`src/rtl/apss_pkg.sv`:
```
// Purpose: shared constants for the host-supply power-up supervisor
// Assumes: 50 MHz system clock
// Notes: register offsets are word indices on the plain register port
package apss_pkg;
  // ==========================================================
  // timing
  localparam int unsigned ClkHz = 50000000;
  localparam int unsigned InitMs = 6;
  localparam int unsigned StrapMs = 2;
  localparam int unsigned ErrMs = 10;
  localparam int unsigned DeglitchUs = 125;
  localparam int unsigned InitCyc = InitMs * (ClkHz / 1000);
  localparam int unsigned StrapCyc = StrapMs * (ClkHz / 1000);
  localparam int unsigned ErrCyc = ErrMs * (ClkHz / 1000);
  localparam int unsigned DeglitchCyc = DeglitchUs * (ClkHz / 1000000);
  // ==========================================================
  // register map
  localparam logic [3:0] RegSupplyCtl = 4'h0;
  localparam logic [3:0] RegPhotoCtl = 4'h1;
  localparam logic [3:0] RegStatus = 4'h2;
  localparam logic [3:0] RegRailCtl = 4'h3;
  // supply control fields
  localparam int unsigned FldSetLo = 0;
  localparam int unsigned FldDisable = 2;
  localparam int unsigned FldErrMask = 3;
  // photo control fields
  localparam int unsigned FldGainLo = 0;
  localparam int unsigned FldRefSel = 2;
  localparam int unsigned FldInAmp = 3;
  localparam int unsigned FldGainAmp = 4;
  // status fields
  localparam int unsigned FldGood = 0;
  localparam int unsigned FldErr = 1;
  localparam int unsigned FldFault = 2;
  localparam int unsigned FldHostOk = 3;
  localparam int unsigned FldStateLo = 4;
  localparam logic [7:0] PhotoRst = 8'h00;
  // ==========================================================
  // host-supply levels: 1.5 V, 1.8 V, 2.5 V, 3.3 V
  typedef enum logic [1:0] {
    APSS_V1P5,
    APSS_V1P8,
    APSS_V2P5,
    APSS_V3P3
  } apss_level_e;
  // strap sensing outcome, as seen by the analog strap detector
  typedef enum logic [1:0] {
    APSS_STRAP_RES620,
    APSS_STRAP_GND,
    APSS_STRAP_RAIL,
    APSS_STRAP_CAP330
  } apss_strap_e;
  // photo gain: 5x, 11x, 20x, 35x
  typedef enum logic [1:0] {
    APSS_G5,
    APSS_G11,
    APSS_G20,
    APSS_G35
  } apss_gain_e;
  typedef enum logic [2:0] {
    APSS_INIT,
    APSS_STRAP,
    APSS_ENABLE,
    APSS_RUN,
    APSS_FAULT
  } apss_state_e;
endpackage : apss_pkg

```
`src/rtl/apss_if.sv`:
```
// Purpose: carrier between sequencer and power-good filter
// Assumes: one clock domain
// Notes: none
`timescale 1ns/10ps
`default_nettype none
interface apss_if;
  logic goodRaw;
  logic goodClean;
  modport filt (input goodRaw, output goodClean);
  modport seq (output goodRaw, input goodClean);
endinterface : apss_if
`default_nettype wire

```
`src/rtl/apss_deglitch.sv`:
```
// Purpose: 3-flop synchroniser and deglitch filter for host-supply good
// Assumes: input is asynchronous to clk_sys
// Notes: output changes only after the input held a new level FiltCyc cycles
`timescale 1ns/10ps
`default_nettype none
module apss_deglitch #(
  parameter int unsigned FiltCyc = apss_pkg::DeglitchCyc
) (
  input wire logic clk_sys,
  input wire logic rst,
  apss_if.filt link
);
  localparam int unsigned CntW = $clog2(FiltCyc + 1);
  initial
  begin
    if (FiltCyc < 1) $error("apss_deglitch: FiltCyc must be at least 1");
  end
  logic [2:0] syncFf;
  logic [CntW-1:0] holdCntFf;
  logic goodFf;
  logic stable;
  logic differs;
  // ==========================================================
  // synchroniser: a change counts only when stages two and three agree
  always_ff @(posedge clk_sys or posedge rst)
  begin
    if (rst) syncFf <= 3'h0;
    else syncFf <= {syncFf[1:0], link.goodRaw};
  end
  assign stable = (syncFf[1] == syncFf[2]);
  assign differs = stable && (syncFf[2] != goodFf);
  // deglitch: shorter disturbances restart the count and are dropped
  always_ff @(posedge clk_sys or posedge rst)
  begin
    if (rst)
    begin
      holdCntFf <= '0;
      goodFf <= 1'b0;
    end
    else if (!differs) holdCntFf <= '0; // RL6
    else if (holdCntFf == CntW'(FiltCyc - 1))
    begin
      goodFf <= syncFf[2]; // RL6
      holdCntFf <= '0;
    end
    else holdCntFf <= holdCntFf + 1'b1;
  end
  assign link.goodClean = goodFf;
endmodule : apss_deglitch
`default_nettype wire

```
`src/rtl/apss_supervisor.sv`:
```
// Purpose: power-up sequencing and supervision of the host supply,
//   plus photo reference and gain control decode
// Assumes: 50 MHz clk_sys, rst follows supply qualification
// Notes: analog regulators and amplifiers sit outside; this drives them
`timescale 1ns/10ps
`default_nettype none
// How it works
// [RL1] after supply qualification the block waits 6 ms before anything.
// [RL2] the strap is then sensed for 2 ms and its decode loads the setting.
// [RL3] strap and setting pick one of four levels: 1.5, 1.8, 2.5, 3.3 V.
// [RL4] the regulator is enabled and host access opens only at power-good.
// [RL5] software may rewrite the setting and turn the regulator off.
// [RL6] power-good is filtered so disturbances under 125 us are ignored.
// [RL7] the error flag sets if power-good is low 10 ms after enable or change.
// [RL8] a raised error flag with the mask clear puts the block in fault.
// [RL9] the photo reference is 50 mV only with ref select and an amp on.
// [RL10] the gain stage offers exactly four gains, 5x, 11x, 20x, 35x.
// [RL11] a new gain written by software applies at once.
// [RL12] ref select steers the gain stage reference and its 5 mV offset.
// [RL13] the core regulator enable is constant high whenever powered.
// [RL14] all intervals come from clock counters; async inputs are synced.
module apss_supervisor #(
  parameter int unsigned InitCycles = apss_pkg::InitCyc,
  parameter int unsigned StrapCycles = apss_pkg::StrapCyc,
  parameter int unsigned ErrCycles = apss_pkg::ErrCyc,
  parameter int unsigned FiltCycles = apss_pkg::DeglitchCyc
) (
  input wire logic clk_sys,
  input wire logic rst,
  input wire logic [3:0] regAddr,
  input wire logic [7:0] regWrData,
  input wire logic regWrEn,
  input wire logic regRdEn,
  output logic [7:0] regRdData,
  input wire logic [1:0] supplySelectStrap,
  input wire logic hostSupplyGoodRaw,
  output logic hostRegulatorOn,
  output logic [1:0] hostSupplySetting,
  output logic hostAccessOk,
  output logic hostSupplyFault,
  output logic photoRefLow,
  output logic photoGainRefSel,
  output logic [1:0] photoGainSel,
  output logic photoInputAmpOn,
  output logic photoGainAmpOn,
  output logic coreRegulatorOn
);
  localparam int unsigned SeqW = 32;
  initial
  begin
    if (InitCycles < 1 || StrapCycles < 1 || ErrCycles < 1)
      $error("apss_supervisor: interval counts must be at least 1");
  end
  apss_if goodLink ();
  apss_pkg::apss_state_e stateFf;
  apss_pkg::apss_state_e nxt_state;
  logic [SeqW-1:0] seqCntFf;
  logic [SeqW-1:0] errCntFf;
  logic [2:0] strapSyncFf [2];
  logic [1:0] settingFf;
  logic disableFf;
  logic maskFf;
  logic errFf;
  logic [7:0] photoFf;
  logic [7:0] nxt_rdData;
  logic [7:0] rdDataFf;
  logic wrSupply;
  logic wrPhoto;
  logic setChanged;
  logic errTimeout;
  logic good;
  logic [1:0] strapNow;
  // ==========================================================
  // power-good conditioning
  assign goodLink.goodRaw = hostSupplyGoodRaw;
  apss_deglitch #(
    .FiltCyc(FiltCycles)
  ) u_deglitch (
    .clk_sys(clk_sys),
    .rst(rst),
    .link(goodLink)
  );
  assign good = goodLink.goodClean; // RL14
  // ==========================================================
  // strap synchroniser, one 3-flop chain per strap bit
  for (genvar b = 0; b < 2; b++)
  begin : g_strap
    always_ff @(posedge clk_sys or posedge rst)
    begin
      if (rst) strapSyncFf[b] <= 3'h0;
      else strapSyncFf[b] <= {strapSyncFf[b][1:0], supplySelectStrap[b]};
    end
    assign strapNow[b] = strapSyncFf[b][2];
  end
  // ==========================================================
  // sequence state
  always_comb
  begin
    nxt_state = stateFf;
    case (stateFf)
      apss_pkg::APSS_INIT:
        if (seqCntFf == SeqW'(InitCycles - 1))
          nxt_state = apss_pkg::APSS_STRAP; // RL1
      apss_pkg::APSS_STRAP:
        if (seqCntFf == SeqW'(StrapCycles - 1))
          nxt_state = apss_pkg::APSS_ENABLE; // RL2
      apss_pkg::APSS_ENABLE:
        if (good) nxt_state = apss_pkg::APSS_RUN; // RL4
        else if (errFf && !maskFf) nxt_state = apss_pkg::APSS_FAULT;
      apss_pkg::APSS_RUN:
        if (errFf && !maskFf) nxt_state = apss_pkg::APSS_FAULT; // RL8
      apss_pkg::APSS_FAULT:
        if (!errFf || maskFf) nxt_state = apss_pkg::APSS_RUN; // RL8
      default: nxt_state = apss_pkg::APSS_INIT;
    endcase
  end
  always_ff @(posedge clk_sys or posedge rst)
  begin
    if (rst) stateFf <= apss_pkg::APSS_INIT;
    else stateFf <= nxt_state;
  end
  // interval counter restarts on every state change
  always_ff @(posedge clk_sys or posedge rst)
  begin
    if (rst) seqCntFf <= '0;
    else if (nxt_state != stateFf) seqCntFf <= '0; // RL14
    else if (stateFf == apss_pkg::APSS_INIT ||
             stateFf == apss_pkg::APSS_STRAP)
      seqCntFf <= seqCntFf + 1'b1;
  end
  // ==========================================================
  // register writes
  assign wrSupply = regWrEn && (regAddr == apss_pkg::RegSupplyCtl);
  assign wrPhoto = regWrEn && (regAddr == apss_pkg::RegPhotoCtl);
  // writes are ignored until host access opens, as the host is not powered
  always_ff @(posedge clk_sys or posedge rst)
  begin
    if (rst)
    begin
      settingFf <= apss_pkg::APSS_V1P5;
      disableFf <= 1'b0;
      maskFf <= 1'b0;
    end
    else if (stateFf == apss_pkg::APSS_STRAP &&
             nxt_state == apss_pkg::APSS_ENABLE)
      settingFf <= strapNow; // RL2 RL3
    else if (wrSupply && hostAccessOk)
    begin
      settingFf <= regWrData[apss_pkg::FldSetLo +: 2]; // RL5
      disableFf <= regWrData[apss_pkg::FldDisable]; // RL5
      maskFf <= regWrData[apss_pkg::FldErrMask];
    end
  end
  // photo control applies straight away, no restart needed
  always_ff @(posedge clk_sys or posedge rst)
  begin
    if (rst) photoFf <= apss_pkg::PhotoRst;
    else if (wrPhoto && hostAccessOk) photoFf <= regWrData; // RL11
  end
  // ==========================================================
  // error timer, rearmed on enable and on each setting change
  assign setChanged = wrSupply && hostAccessOk &&
                      (regWrData[apss_pkg::FldSetLo +: 2] != settingFf ||
                       (disableFf && !regWrData[apss_pkg::FldDisable]));
  assign errTimeout = (errCntFf == SeqW'(ErrCycles - 1));
  always_ff @(posedge clk_sys or posedge rst)
  begin
    if (rst) errCntFf <= '0;
    else if ((stateFf == apss_pkg::APSS_STRAP &&
              nxt_state == apss_pkg::APSS_ENABLE) || setChanged)
      errCntFf <= '0; // RL7
    else if (!hostRegulatorOn || good) errCntFf <= '0;
    else if (!errTimeout) errCntFf <= errCntFf + 1'b1;
  end
  // flag holds while power-good stays low with the regulator on; clears once it recovers or the regulator is off
  always_ff @(posedge clk_sys or posedge rst)
  begin
    if (rst) errFf <= 1'b0;
    else if (errTimeout && !good && hostRegulatorOn) errFf <= 1'b1; // RL7
    else if (good || !hostRegulatorOn) errFf <= 1'b0;
  end
  // ==========================================================
  // read port, data one cycle after the strobe; unmapped reads zero
  always_comb
  begin
    nxt_rdData = 8'h00;
    if (regAddr == apss_pkg::RegSupplyCtl)
    begin
      nxt_rdData[apss_pkg::FldSetLo +: 2] = settingFf;
      nxt_rdData[apss_pkg::FldDisable] = disableFf;
      nxt_rdData[apss_pkg::FldErrMask] = maskFf;
    end
    else if (regAddr == apss_pkg::RegPhotoCtl) nxt_rdData = photoFf;
    else if (regAddr == apss_pkg::RegStatus)
    begin
      nxt_rdData[apss_pkg::FldGood] = good;
      nxt_rdData[apss_pkg::FldErr] = errFf;
      nxt_rdData[apss_pkg::FldFault] = (stateFf == apss_pkg::APSS_FAULT);
      nxt_rdData[apss_pkg::FldHostOk] = hostAccessOk;
      nxt_rdData[apss_pkg::FldStateLo +: 3] = stateFf;
    end
    else if (regAddr == apss_pkg::RegRailCtl)
      nxt_rdData[0] = coreRegulatorOn;
  end
  always_ff @(posedge clk_sys or posedge rst)
  begin
    if (rst) rdDataFf <= 8'h00;
    else if (regRdEn) rdDataFf <= nxt_rdData;
    else rdDataFf <= 8'h00;
  end
  assign regRdData = rdDataFf;
  // ==========================================================
  // outputs
  // access opens at the first filtered good, even one that only comes
  // after a slow start has already tripped the error flag and the fault
  always_ff @(posedge clk_sys or posedge rst)
  begin
    if (rst) hostAccessOk <= 1'b0;
    else if (good && stateFf != apss_pkg::APSS_INIT &&
             stateFf != apss_pkg::APSS_STRAP)
      hostAccessOk <= 1'b1; // RL4
  end
  assign hostRegulatorOn = !disableFf &&
    (stateFf == apss_pkg::APSS_ENABLE || stateFf == apss_pkg::APSS_RUN ||
     stateFf == apss_pkg::APSS_FAULT); // RL4 RL5
  assign hostSupplySetting = settingFf; // RL3
  assign hostSupplyFault = (stateFf == apss_pkg::APSS_FAULT); // RL8
  assign photoGainSel = photoFf[apss_pkg::FldGainLo +: 2]; // RL10
  assign photoGainRefSel = photoFf[apss_pkg::FldRefSel]; // RL12
  assign photoInputAmpOn = photoFf[apss_pkg::FldInAmp];
  assign photoGainAmpOn = photoFf[apss_pkg::FldGainAmp];
  // low reference only with select set and at least one amplifier running
  assign photoRefLow = photoFf[apss_pkg::FldRefSel] &&
    (photoFf[apss_pkg::FldInAmp] || photoFf[apss_pkg::FldGainAmp]); // RL9
  assign coreRegulatorOn = 1'b1; // RL13
endmodule : apss_supervisor
`default_nettype wire

```
`config.mk`:
```
export PLATFORM = sky130hd
export DESIGN_NAME = apss_supervisor
export DESIGN_NICKNAME = d
export VERILOG_FILES = /design/src/rtl/apss_pkg.sv /design/src/rtl/apss_if.sv /design/src/rtl/apss_deglitch.sv /design/src/rtl/apss_supervisor.sv
export SDC_FILE = /design/constraint.sdc
export NUM_CORES = 1
export LEC_CHECK = 0
export BUFFER_PORTS_ARGS = -buffer_cell sky130_fd_sc_hd__clkbuf_2
export CORE_ASPECT_RATIO = 0.5
export CORE_MARGIN = 5
export CORE_UTILIZATION = 60
export DETAILED_ROUTE_END_ITERATION = 8
export GPL_TIMING_DRIVEN = 0
export PLACE_DENSITY = 0.82
export SLEW_MARGIN = 20
export SYNTH_ARGS = -nofsm -noshare
export SYNTH_HDL_FRONTEND = slang
export SYNTH_SLANG_ARGS = --single-unit
```
`constraint.sdc`:
```
create_clock -name clk_sys -period 3.88 [get_ports clk_sys]
set_clock_uncertainty 0.2 [all_clocks]
set_input_delay 0.388 -clock clk_sys [delete_from_list [all_inputs] [get_ports clk_sys]]
set_output_delay 0.388 -clock clk_sys [all_outputs]
set_load 0.02 [all_outputs]
```
==> qor.yml, run 1 <==
outcome:
  status: "completed"
sta:
  fin_ws_ns: 1.38
  finalCriticalPeriod_ns: 2.50
  grt_setup_unrepaired: "no"
  hold-worst-slack_ns: 0.0641
  final-setup-viol-count: 0
  relSlewSlack: 0.410
  worst_slew_pin_slew_ns: 0.878
  hold_violations: 0
  max_freq_mhz: 400
  period_share: 0.645
  slew_viol_final: 0
place:
  pre_cts_ws_ns: 1.32
  dp_hpwl_um: 7750
  gp_congestion: 0.864
  io_buffers: 37
clocking:
  cts_tree: "built"
  post_cts_buffers: 0
  clk_pin_slew_ns: 0.07
  cts.root.buffer_cell: "clkbuf_16"
  clk-insertion-delay-late_ns: 0.35
  postCtsHoldBufs: 4
  clockBufferDepth: 2
  numCtsBuffers: 9
  cts_resized: 0
  cts_sinks: 112
  cts_max_level: 3
grt:
  grt_pass1_wl_um: 19600
  grtUsageTotal: 0.209
  grt_pass1_vias: 4269
  grt_max_degree: 63
  grt_overflow: 0
  antenna_found_initial: 0
synth:
  synth_commonest_cells: "dfrtp_1 (112), nor2_1 (65), a21oi_1 (46)"
  syn-instance-count: 565
  synth.most_common_cell: "dfrtp_1"
  synth.distinct_cells: 46
  synthTopCellsByArea: "dfrtp_1 (51%), xnor2_1 (5.4%), xor2_1 (4.9%), nor2_1 (4.4%), a21oi_1 (4.2%)"
  ys_seq_area_frac: 0.509
  synth_nets: 588
  synth_top_area_cell: "dfrtp_1"
  synth-edff-count: 0
  yosys_register_bits: 112
  synth.cell_area_um2: 5500
  yosysTopAreaCellShare: 0.509
  yosysWarnings: 0
  async_flop_share: 1.00
  syn_avg_cell_area_um2: 9.74
  ys.flop_type: "dfrtp_1"
worst_setup_path:
  cp_num_buf_inv: 0
  endpoint_kind: "register"
  crit_family: "simple AND/OR/NAND/NOR gates"
  cpMaxStageDelayCell: "nor3_2"
  crit_path_cell_trace: "nand3_1, nor3_2, nand2_1, or4_1, a21oi_1"
  crit_arrival_ns: 2.58
  required_ns: 3.95
  max_stage_delay_ns: 0.57
  path_class: "reg2reg"
  r2r.worst_path.cells: 5
  critPathMaxFanout: 10
  path_depth: 5
  worstSetupStartpointType: "register"
pwr:
  p_sw_frac: 0.224
  ir_worst_vdd_v: 0.000264
  seqPwrFrac: 0.560
  power_frac_clock: 0.412
  power.internal_w: 0.00163
  power.share.combinational: 0.028
  power.leakage_nw: 2.63
  p_per_area_nw_per_um2: 340
  switching_power_w: 0.000469
routing:
  drt_first_pass_iters: 4
  drt-total-wl_um: 11200
  wl_per_cell_um: 15.1
  drc: 0
  vias: 4299
  ant_nets: 0
  initialDrtViolationCount: 218
  via_per_inst: 5.81
die:
  die_h_um: 77.7
  rows: 24
  initial_utilization: 0.623
  dieArea_um2: 11300
  ios: 39
  die_w_um: 145
  fp.coreArea_um2: 8830
layout:
  diodes: 0
  area.growth.synth_to_final_pct: 12.3
  fin_nets: 641
  final_core_util: 0.700
  drive_gt1_frac: 0.120
min_path:
  hp-class: "in2reg"
  whs_path_depth: 2
job:
  maxCapViolCount: 0
metal layers:
layer | wire length [µm] | GRT usage | vias to the layer above
met3 | 358 | 0.0536 | 18
met5 | 0 | 0 | -
met2 | 5670 | 0.358 | 63
met4 | 178 | 0.0689 | 0
li1 | - | - | 2093
met1 | 4970 | 0.264 | 2125
worst reg2reg max path: cells and delay by family (launching register included):
family,cells,cell delay (ns)
DFF,1,0.46
AOI/OAI and AO/OA,1,0.17
and+or+nand+nor,4,1.60
power by group through the flow:
stage               registers, W  logic [W]  clock network [W]
global route             0.00118  0.0000682           0.000932
finish                   0.00118  0.0000583           0.000864
detailed placement       0.00120  0.0000568                  0
global placement         0.00120  0.0000507                  0
CTS                      0.00118  0.0000602           0.000878
floorplan                0.00120  0.0000292                  0
sequential cells by signal (all words and copies together), names as in the netlist:
| name | cells |
|---|---|
| photoFf | 8 |
| errCntFf | 32 |
| u_deglitch.holdCntFf | 13 |
| u_deglitch.syncFf | 3 |
| disableFf | 1 |
| stateFf | 3 |
| strapSyncFf | 4 |
| hostSupplySetting | 2 |
| hostAccessOk | 1 |
| maskFf | 1 |
| u_deglitch.link.goodClean | 1 |
| seqCntFf | 32 |
| strapNow | 2 |
| regRdData | 8 |
| errFf | 1 |
path summary, 6_finish.rpt:
kind,from,end,slack [ns]
worst max-delay path,errCntFf[2],errCntFf[31],1.38
min in group asynchronous,rst,errCntFf[11],0.40
worst min-delay path,regWrData[6],photoFf[6],0.06
max in group asynchronous,rst,seqCntFf[4],2.45
worst max register to register,errCntFf[2],errCntFf[31],1.38
worst min register to register,strapSyncFf[1],strapNow[1],0.15
layout by cell type, fill, tap and decap left out, types with 4 or more instances in the layout:
cell	count
a22oi_1	5
xnor2_1	34
dfrtp_1	112
and4_1	8
xor2_1	31
a21oi_1	46
clkbuf_16	9
nor4_1	14
mux2_2	10
nand4_1	17
buf_4	5
clkbuf_2	37
inv_1	10
nor2_1	65
nor3_1	16
clkbuf_1	16
or4_1	5
or3_1	5
mux2i_1	4
and3_1	18
nand3_1	35
buf_1	4
nor4b_1	4
nand2_1	43
o21ai_0	17
nand2b_1	5
dlygate4sd3_1	4
ha_1	4
stage by stage:
stage | power (W) | setup TNS, ns | cell area, µm² | instances
CTS | 0.00211 | 0 | 6180 | 740
floorplan | 0.00123 | 0 | 5500 | 565
finish | 0.00210 | 0 | 6180 | 740
global placement | 0.00125 | -86.66 | 5830 | 719
detailed placement | 0.00126 | 0 | 5870 | 720
global route | 0.00218 | 0 | 6180 | 740
cells by family (layout without fill, tap and decap cells):
family	Yosys count	after routing	synth area share
AOI/OAI and AO/OA	83	83	0.0862
xor gates and xnor gates	65	65	0.103
adders and majority gates	4	4	0.00910
buffers and inverters	36	94	0.0282
DFF	112	112	0.509
muxes	14	14	0.0277
other	1	1	0.000681
and+or+nand+nor	250	250	0.235
cell type report:
class,instances,area [µm²]
clock buffers,10,229
flip-flops and latches,112,2800
multi-input cells,417,2540
inverters,11,46.3
well taps,117,146
plain buffers,25,114
clock inverters,6,45.0
fillers,671,2650
repair buffers,42,253
(Power assumes the default switching activity.)
==> inputs of run 2 (changes only) <==
==> constraint.sdc (replaced) <==
create_clock -name clk_sys -period 2.45 [get_ports clk_sys]
set_clock_uncertainty 0.2 [all_clocks]
set_input_delay 0.245 -clock clk_sys [delete_from_list [all_inputs] [get_ports clk_sys]]
set_output_delay 0.245 -clock clk_sys [all_outputs]
set_load 0.02 [all_outputs]
==> run 2 against run 1 <==
Compared with the run above: core utilization increased by 3.3 points; die area unchanged; final cell count increased by 2.4%; non-clock buffer count is 19 higher; via count increased by 2.6%; worst setup slack lost 1.3 ns; first-iteration DRC count decreased by 11%; combinational power increased by 94%; critical path depth is 1 higher; worst hold slack worse by 0.033 ns; clock power is 71% higher; critical endpoint is now errCntFf[3]; highest routed layer unchanged.
==> qor.yml, run 2 (synthesis results as in run 1) <==
routing:
  vias: 4411  # was 4299
  drt-total-wl_um: 11700  # was 11200 µm
  initialDrtViolationCount: 195  # was 218
  via_per_inst: 5.82  # was 5.81
  drt_first_pass_iters: 5  # was 4
  wl_per_cell_um: 15.4  # was 15.1 µm
  ant_nets: 0  # unchanged
  drc: 0  # unchanged
sta:
  fin_ws_ns: 0.0914  # was 1.38 ns
  worst_slew_pin_slew_ns: 0.869  # was 0.878 ns
  grt_setup_unrepaired: "yes"  # was no
  hold_violations: 0  # unchanged
  relSlewSlack: 0.416  # was 0.410
  final-setup-viol-count: 0  # unchanged
  finalCriticalPeriod_ns: 2.36  # was 2.50 ns
  hold-worst-slack_ns: 0.0309  # was 0.0641 ns
  slew_viol_final: 0  # unchanged
  period_share: 0.963  # was 0.645
  max_freq_mhz: 424  # was 400 MHz
clocking:
  numCtsBuffers: 9  # unchanged
  cts_max_level: 3  # unchanged
  cts.root.buffer_cell: "clkbuf_16"  # unchanged
  cts_tree: "built"  # unchanged
  clockBufferDepth: 2  # unchanged
  clk_pin_slew_ns: 0.07  # about the same
  cts_sinks: 112  # unchanged
  clk-insertion-delay-late_ns: 0.35  # about the same
layout:
  layout_commonest_cell: "dfrtp_1"  # unchanged
  drive_gt1_frac: 0.148  # was 0.120
  fin_nets: 660  # was 641
  diodes: 0  # unchanged
  multi_input_area_um2: 2600  # was 2540 µm²
  fillers: 643  # was 671
  top_regs: "errCntFf x32, seqCntFf x32, u_deglitch.holdCntFf x13"  # unchanged
  seqCellArea_um2: 2800  # about the same
  area.growth.synth_to_final_pct: 17.6  # was 12.3%
  design_area_um2: 6470  # was 6180 µm²
  final_cell_count_no_fill: 758  # was 740
  layout_common_cells: "dfrtp_1 (111), nor2_1 (65), a21oi_1 (46), nand2_1 (43), clkbuf_2 (40)"  # was dfrtp_1 (112), nor2_1 (65), a21oi_1 (46), nand2_1 (43), clkbuf_2 (37)
min_path:
  hp-class: "in2reg"  # unchanged
  holdCritStartpoint: "regWrData[1]"  # was regWrData[6]
  whs_endpoint: "photoFf[1]"  # was photoFf[6]
  whs_path_depth: 2  # unchanged
die:
  rows: 24  # unchanged
  die_h_um: 77.7  # unchanged
  initial_utilization: 0.623  # unchanged
  fp.coreArea_um2: 8830  # unchanged
  dieArea_um2: 11300  # unchanged
  ios: 39  # unchanged
  die_w_um: 145  # unchanged
place:
  dp_hpwl_um: 7980  # was 7750 µm
  dpl_cell_area_um2: 5910  # was 5870 µm²
  dp_cells: 722  # was 720
  io_buffers: 37  # unchanged
  gp_congestion: 0.892  # was 0.864
  pre_cts_ws_ns: -0.0973  # was 1.32 ns
pwr:
  p_per_area_nw_per_um2: 534  # was 340 nW/µm²
  power.leakage_nw: 2.79  # was 2.63 nW
  p_total_w: 0.00346  # was 0.00210 W
  ir_worst_vdd_v: 0.000355  # was 0.000264 V
worst_setup_path:
  endpoint_kind: "register"  # unchanged
  crit_family: "simple AND/OR/NAND/NOR gates"  # unchanged
  max_stage_delay_ns: 0.51  # was 0.57 ns
  r2r.worst_path.cells: 6  # was 5
  cpMaxStageDelayCell: "or4_1"  # was nor3_2
  r2r-start: "stateFf[1]"  # was errCntFf[2]
  path_class: "reg2reg"  # unchanged
  reg2reg_slack_ns: 0.09  # was 1.38 ns
  crit_arrival_ns: 2.44  # was 2.58 ns
  required_ns: 2.53  # was 3.95 ns
  cp_num_buf_inv: 1  # was 0
  crit_path_cell_trace: "buf_4, or3b_4, a211o_1, or2_4, or4_1, nand2_1"  # was nand3_1, nor3_2, nand2_1, or4_1, a21oi_1
  worstSetupStartpointType: "register"  # unchanged
  critPathMaxFanout: 9  # was 10
  rr_endpoint: "errCntFf[3]"  # was errCntFf[31]
grt:
  grt_pass1_vias: 4433  # was 4269
  grtUsageTotal: 0.217  # was 0.209
  antenna_found_initial: 0  # unchanged
  grt_overflow: 0  # unchanged
  grt_pass1_wl_um: 20500  # was 19600 µm
  grt_max_degree: 33  # was 63
outcome:
  status: "completed"  # unchanged
job:
  maxCapViolCount: 0  # unchanged
==> run 2: worst max-delay path by stage <==
stage | start | to | cells past startpoint
floorplan | stateFf[1] | errCntFf[3] | 7
global placement | errCntFf[2] | errCntFf[31] | 5
detailed placement | errCntFf[2] | errCntFf[31] | 5
CTS | stateFf[2] | disableFf | 7
global route | seqCntFf[16] | seqCntFf[26] | 5
finish | stateFf[1] | errCntFf[3] | 6
==> run 2: repair_timing <==
action / CTS / global route
setup buffers: 2 / 7
endpoints found under the setup margin: 10 / 35
endpoints found under the hold margin: 46 / 1
pin swaps: 2 / 4
gates resized for setup: 4 / 12
hold buffers: 14 / 1
==> run 2: stage by stage <==
stage	utilization	TNS, ns
2_1_floorplan	-	0
3_3_place_gp	0.661	-1.46
3_5_place_dp	0.669	-0.406
4_1_cts	0.723	-0.0142
5_1_grt	0.733	-0.0108
6_report	0.733	0
==> run 2: layout make-up <==
type | count | share of cell area
Buffer | 22 | 0.0162
Clock buffer | 11 | 0.0390
Clock inverter | 4 | 0.00812
Inverter | 11 | 0.00696
Multi-Input combinational cell | 417 | 0.401
Sequential cell | 112 | 0.433
Tap cell | 117 | 0.0226
Timing Repair Buffer | 64 | 0.0727
==> run 2: worst reg2reg max path, delay by kind of cell (launching register included) <==
family / cells / cell delay, ns
buf+inv: 1 / 0.17
compound gates: 1 / 0.30
flops: 1 / 0.36
simple gates: 4 / 1.27
==> run 2: power by group <==
part           switching (W)  leakage [nW]  internal, W
Clock               0.000634         0.152     0.000847
Sequential        0.00000610          1.52      0.00186
Combinational      0.0000683          1.12    0.0000451
==> run 2: per-layer routing <==
metal	part of all wire	vias up	GRT usage
met3	0.038	22	0.0448
met4	0.015	0	0.0596
met1	0.44	2166	0.275
met5	0	-	0
met2	0.51	93	0.385
li1	-	2130	-
==> inputs of run 3 (changes only) <==
--- a/config.mk
+++ b/config.mk
@@ -12,7 +12,9 @@
 export DETAILED_ROUTE_END_ITERATION = 8
 export GPL_TIMING_DRIVEN = 0
 export PLACE_DENSITY = 0.82
+export SETUP_SLACK_MARGIN = 0.1
 export SLEW_MARGIN = 20
 export SYNTH_ARGS = -nofsm -noshare
 export SYNTH_HDL_FRONTEND = slang
+export SYNTH_HIERARCHICAL = 1
 export SYNTH_SLANG_ARGS = --single-unit
==> run 3 against run 2 <==
Compared with the run above: register-to-register slack improved by 0.12 ns; worst setup slack improved by 0.023 ns; core utilization about the same; maximum frequency increased by 0.97%; synthesized area increased by 1.5%; clock power increased by 7%; die area increased by 1.4%; sequential share of layout area decreased by 0.29 points; sequential cell count unchanged; critical endpoint is now regRdData[0]; largest cell class unchanged; largest power group unchanged.
==> qor.yml, run 3 <==
outcome:
  status: "completed"  # unchanged
layout:
  fillers: 601  # was 643
  diodes: 0  # unchanged
  fin_nets: 646  # was 660
  top_regs: "errCntFf x32, seqCntFf x32, u_deglitch/holdCntFf x13"  # was errCntFf x32, seqCntFf x32, u_deglitch.holdCntFf x13
  multi_input_area_um2: 2650  # was 2600 µm²
  area.growth.synth_to_final_pct: 16.6  # was 17.6%
  layout_commonest_cell: "dfrtp_1"  # unchanged
  layout_common_cells: "dfrtp_1 (112), nor2_1 (87), xor2_1 (51), clkbuf_2 (38), nand2_1 (34)"  # was dfrtp_1 (111), nor2_1 (65), a21oi_1 (46), nand2_1 (43), clkbuf_2 (40)
  final_cell_count_no_fill: 745  # was 758
  seqCellArea_um2: 2800  # about the same
  drive_gt1_frac: 0.172  # was 0.148
pwr:
  power.leakage_nw: 2.91  # was 2.79 nW
  ir_worst_vdd_v: 0.000344  # was 0.000355 V
  p_per_area_nw_per_um2: 547  # was 534 nW/µm²
  p_total_w: 0.00356  # was 0.00346 W
routing:
  via_per_inst: 5.91  # was 5.82
  initialDrtViolationCount: 339  # was 195
  ant_nets: 0  # unchanged
  drc: 0  # unchanged
  vias: 4400  # was 4411
  drt-total-wl_um: 12300  # was 11700 µm
  drt_first_pass_iters: 5  # unchanged
  wl_per_cell_um: 16.4  # was 15.4 µm
synth:
  syn_avg_cell_area_um2: 10.1  # was 9.74 µm²
  synth.distinct_cells: 57  # was 46
  synth.most_common_cell: "dfrtp_1"  # unchanged
  ys_seq_area_frac: 0.502  # was 0.509
  yosysTopAreaCellShare: 0.502  # was 0.509
  synth_top_area_cell: "dfrtp_1"  # unchanged
  yosys_register_bits: 112  # unchanged
  yosysWarnings: 6  # was 0
  syn-instance-count: 555  # was 565
  synth_nets: 578  # was 588
  synth.cell_area_um2: 5590  # was 5500 µm²
  ys.flop_type: "dfrtp_1"  # unchanged
  synthTopCellsByArea: "dfrtp_1 (50%), xor2_1 (8.0%), nor2_1 (5.9%), nand4_1 (3.7%), nand3_1 (2.8%)"  # was dfrtp_1 (51%), xnor2_1 (5.4%), xor2_1 (4.9%), nor2_1 (4.4%), a21oi_1 (4.2%)
  async_flop_share: 1.00  # unchanged
  synth-edff-count: 0  # unchanged
  synth_commonest_cells: "dfrtp_1 (112), nor2_1 (88), xor2_1 (51)"  # was dfrtp_1 (112), nor2_1 (65), a21oi_1 (46)
grt:
  grt_max_degree: 34  # was 33
  grtUsageTotal: 0.221  # was 0.217
  antenna_found_initial: 0  # unchanged
  grt_pass1_wl_um: 20900  # was 20500 µm
  grt_pass1_vias: 4389  # was 4433
  grt_overflow: 0  # unchanged
die:
  die_w_um: 146  # was 145 µm
  dieArea_um2: 11500  # was 11300 µm²
  initial_utilization: 0.629  # was 0.623
  die_h_um: 78.2  # was 77.7 µm
  rows: 24  # unchanged
  ios: 39  # unchanged
  fp.coreArea_um2: 8890  # was 8830 µm²
min_path:
  hp-class: "in2reg"  # unchanged
  whs_endpoint: "regRdData[1]"  # was photoFf[1]
  whs_path_depth: 4  # was 2
  holdCritStartpoint: "regAddr[2]"  # was regWrData[1]
sta:
  hold_violations: 0  # unchanged
  worst_slew_pin_slew_ns: 0.653  # was 0.869 ns
  relSlewSlack: 0.563  # was 0.416
  grt_setup_unrepaired: "no"  # was yes
  max_freq_mhz: 428  # was 424 MHz
  finalCriticalPeriod_ns: 2.34  # was 2.36 ns
  period_share: 0.953  # was 0.963
  slew_viol_final: 0  # unchanged
  hold-worst-slack_ns: 0.0591  # was 0.0309 ns
  final-setup-viol-count: 0  # unchanged
  fin_tns_setup_ns: 0  # unchanged
worst_setup_path:
  reg2reg_slack_ns: 0.21  # was 0.09 ns
  required_ns: 2.52  # was 2.53 ns
  path_class: "in2reg"  # was reg2reg
  worstSetupStartpointType: "input port"  # was register
  rr_endpoint: "maskFf"  # was errCntFf[3]
  r2r.worst_path.cells: 5  # was 6
  crit_arrival_ns: 2.40  # was 2.44 ns
  endpoint_kind: "register"  # unchanged
  critPathMaxFanout: 2  # was 9
  r2r-start: "seqCntFf[5]"  # was stateFf[1]
clocking:
  cts_max_level: 3  # unchanged
  cts_tree: "built"  # unchanged
  clk_pin_slew_ns: 0.08  # was 0.07 ns
  clockBufferDepth: 2  # unchanged
  cts_sinks: 112  # unchanged
  clk-insertion-delay-late_ns: 0.35  # about the same
  post_cts_buffers: 0  # was 2
  cts.root.buffer_cell: "clkbuf_16"  # unchanged
  numCtsBuffers: 9  # unchanged
place:
  io_buffers: 37  # unchanged
  dp_hpwl_um: 8260  # was 7980 µm
  gp_congestion: 0.828  # was 0.892
  dp_cells: 712  # was 722
job:
  maxCapViolCount: 0  # unchanged
[run 3: changes by cell type after synthesis, moves of 4 or more]
cell / delta
nand3_1: -4
buf_1: -4
nor2_1: +23
clkbuf_1: -13
xnor2_1: -20
a21oi_1: -32
buf_2: +7
nand4_1: +16
xor2_1: +20
nand2_1: -9
nor4_1: -7
[run 3: stage by stage]
step	setup slack (ns)	util	cell area, µm²
final	0.114	0.733	6510
after global routing	0.0694	0.733	6510
after CTS	0.140	0.728	6470
after detailed placement	0.138	0.673	5980
after global placement	0.161	0.666	5920
after floorplan	0.494	-	5590
[run 3: worst max path at each step]
stage / startpoint / endpoint / slack (ns) / cells past startpoint
detailed placement: errCntFf[9] / errCntFf[10] / 0.14 / 5
finish: regAddr[2] / regRdData[0] / 0.11 / 7
floorplan: seqCntFf[26] / disableFf / 0.49 / 5
global route: seqCntFf[5] / seqCntFf[15] / 0.07 / 6
CTS: errCntFf[7] / errCntFf[6] / 0.14 / 5
global placement: regAddr[3] / hostSupplySetting[0] / 0.16 / 6
[run 3: critical path: stages]
cell	delay [ns]
clkbuf_2	0.10
dlygate4sd3_1	0.57
nor2_2	0.10
dlygate4sd3_1	0.56
nand2_1	0.06
dlygate4sd3_1	0.59
a21oi_2	0.18
[run 3: logic make-up (layout without fill, tap and decap cells)]
kind of cell	count (synthesis)	in the layout	synth area share
buffers and inverters	32	105	0.0307
flip-flops	112	112	0.502
XOR/XNOR	65	65	0.102
AND/OR/NAND/NOR	268	268	0.259
multiplexers	15	15	0.0300
adder cells (fa/ha/maj)	4	4	0.00896
other	1	1	0.000671
AO/OA/AOI/OAI	58	58	0.0670
[run 3: what timing repair did]
| item | 4_1_cts | 5_1_grt |
|---|---|---|
| endpoints found under the setup margin | 0 | 43 |
| hold buffers | 17 | 0 |
| endpoints found under the hold margin | 94 | 0 |
| gates resized for setup | 0 | 10 |
[run 3: power breakdown]
group	internal, W	switching, W
clock network	0.000904	0.000673
registers	0.00186	0.00000575
logic	0.0000492	0.0000707
[run 3: layout make-up]
cell class,instances,area share
Buffer,18,0.0184
Clock buffer,10,0.0352
Clock inverter,6,0.0142
Inverter,14,0.00864
Multi-Input combinational cell,411,0.407
Sequential cell,112,0.430
Tap cell,117,0.0225
Timing Repair Buffer,57,0.0638
[run 3: metal layers]
metal | routed length, µm | vias to the layer above | track usage
met2 | 6050 | 111 | 0.381
li1 | - | 2101 | -
met5 | 0 | - | 0
met3 | 519 | 27 | 0.0478
met1 | 5440 | 2161 | 0.287
met4 | 240 | 0 | 0.0582
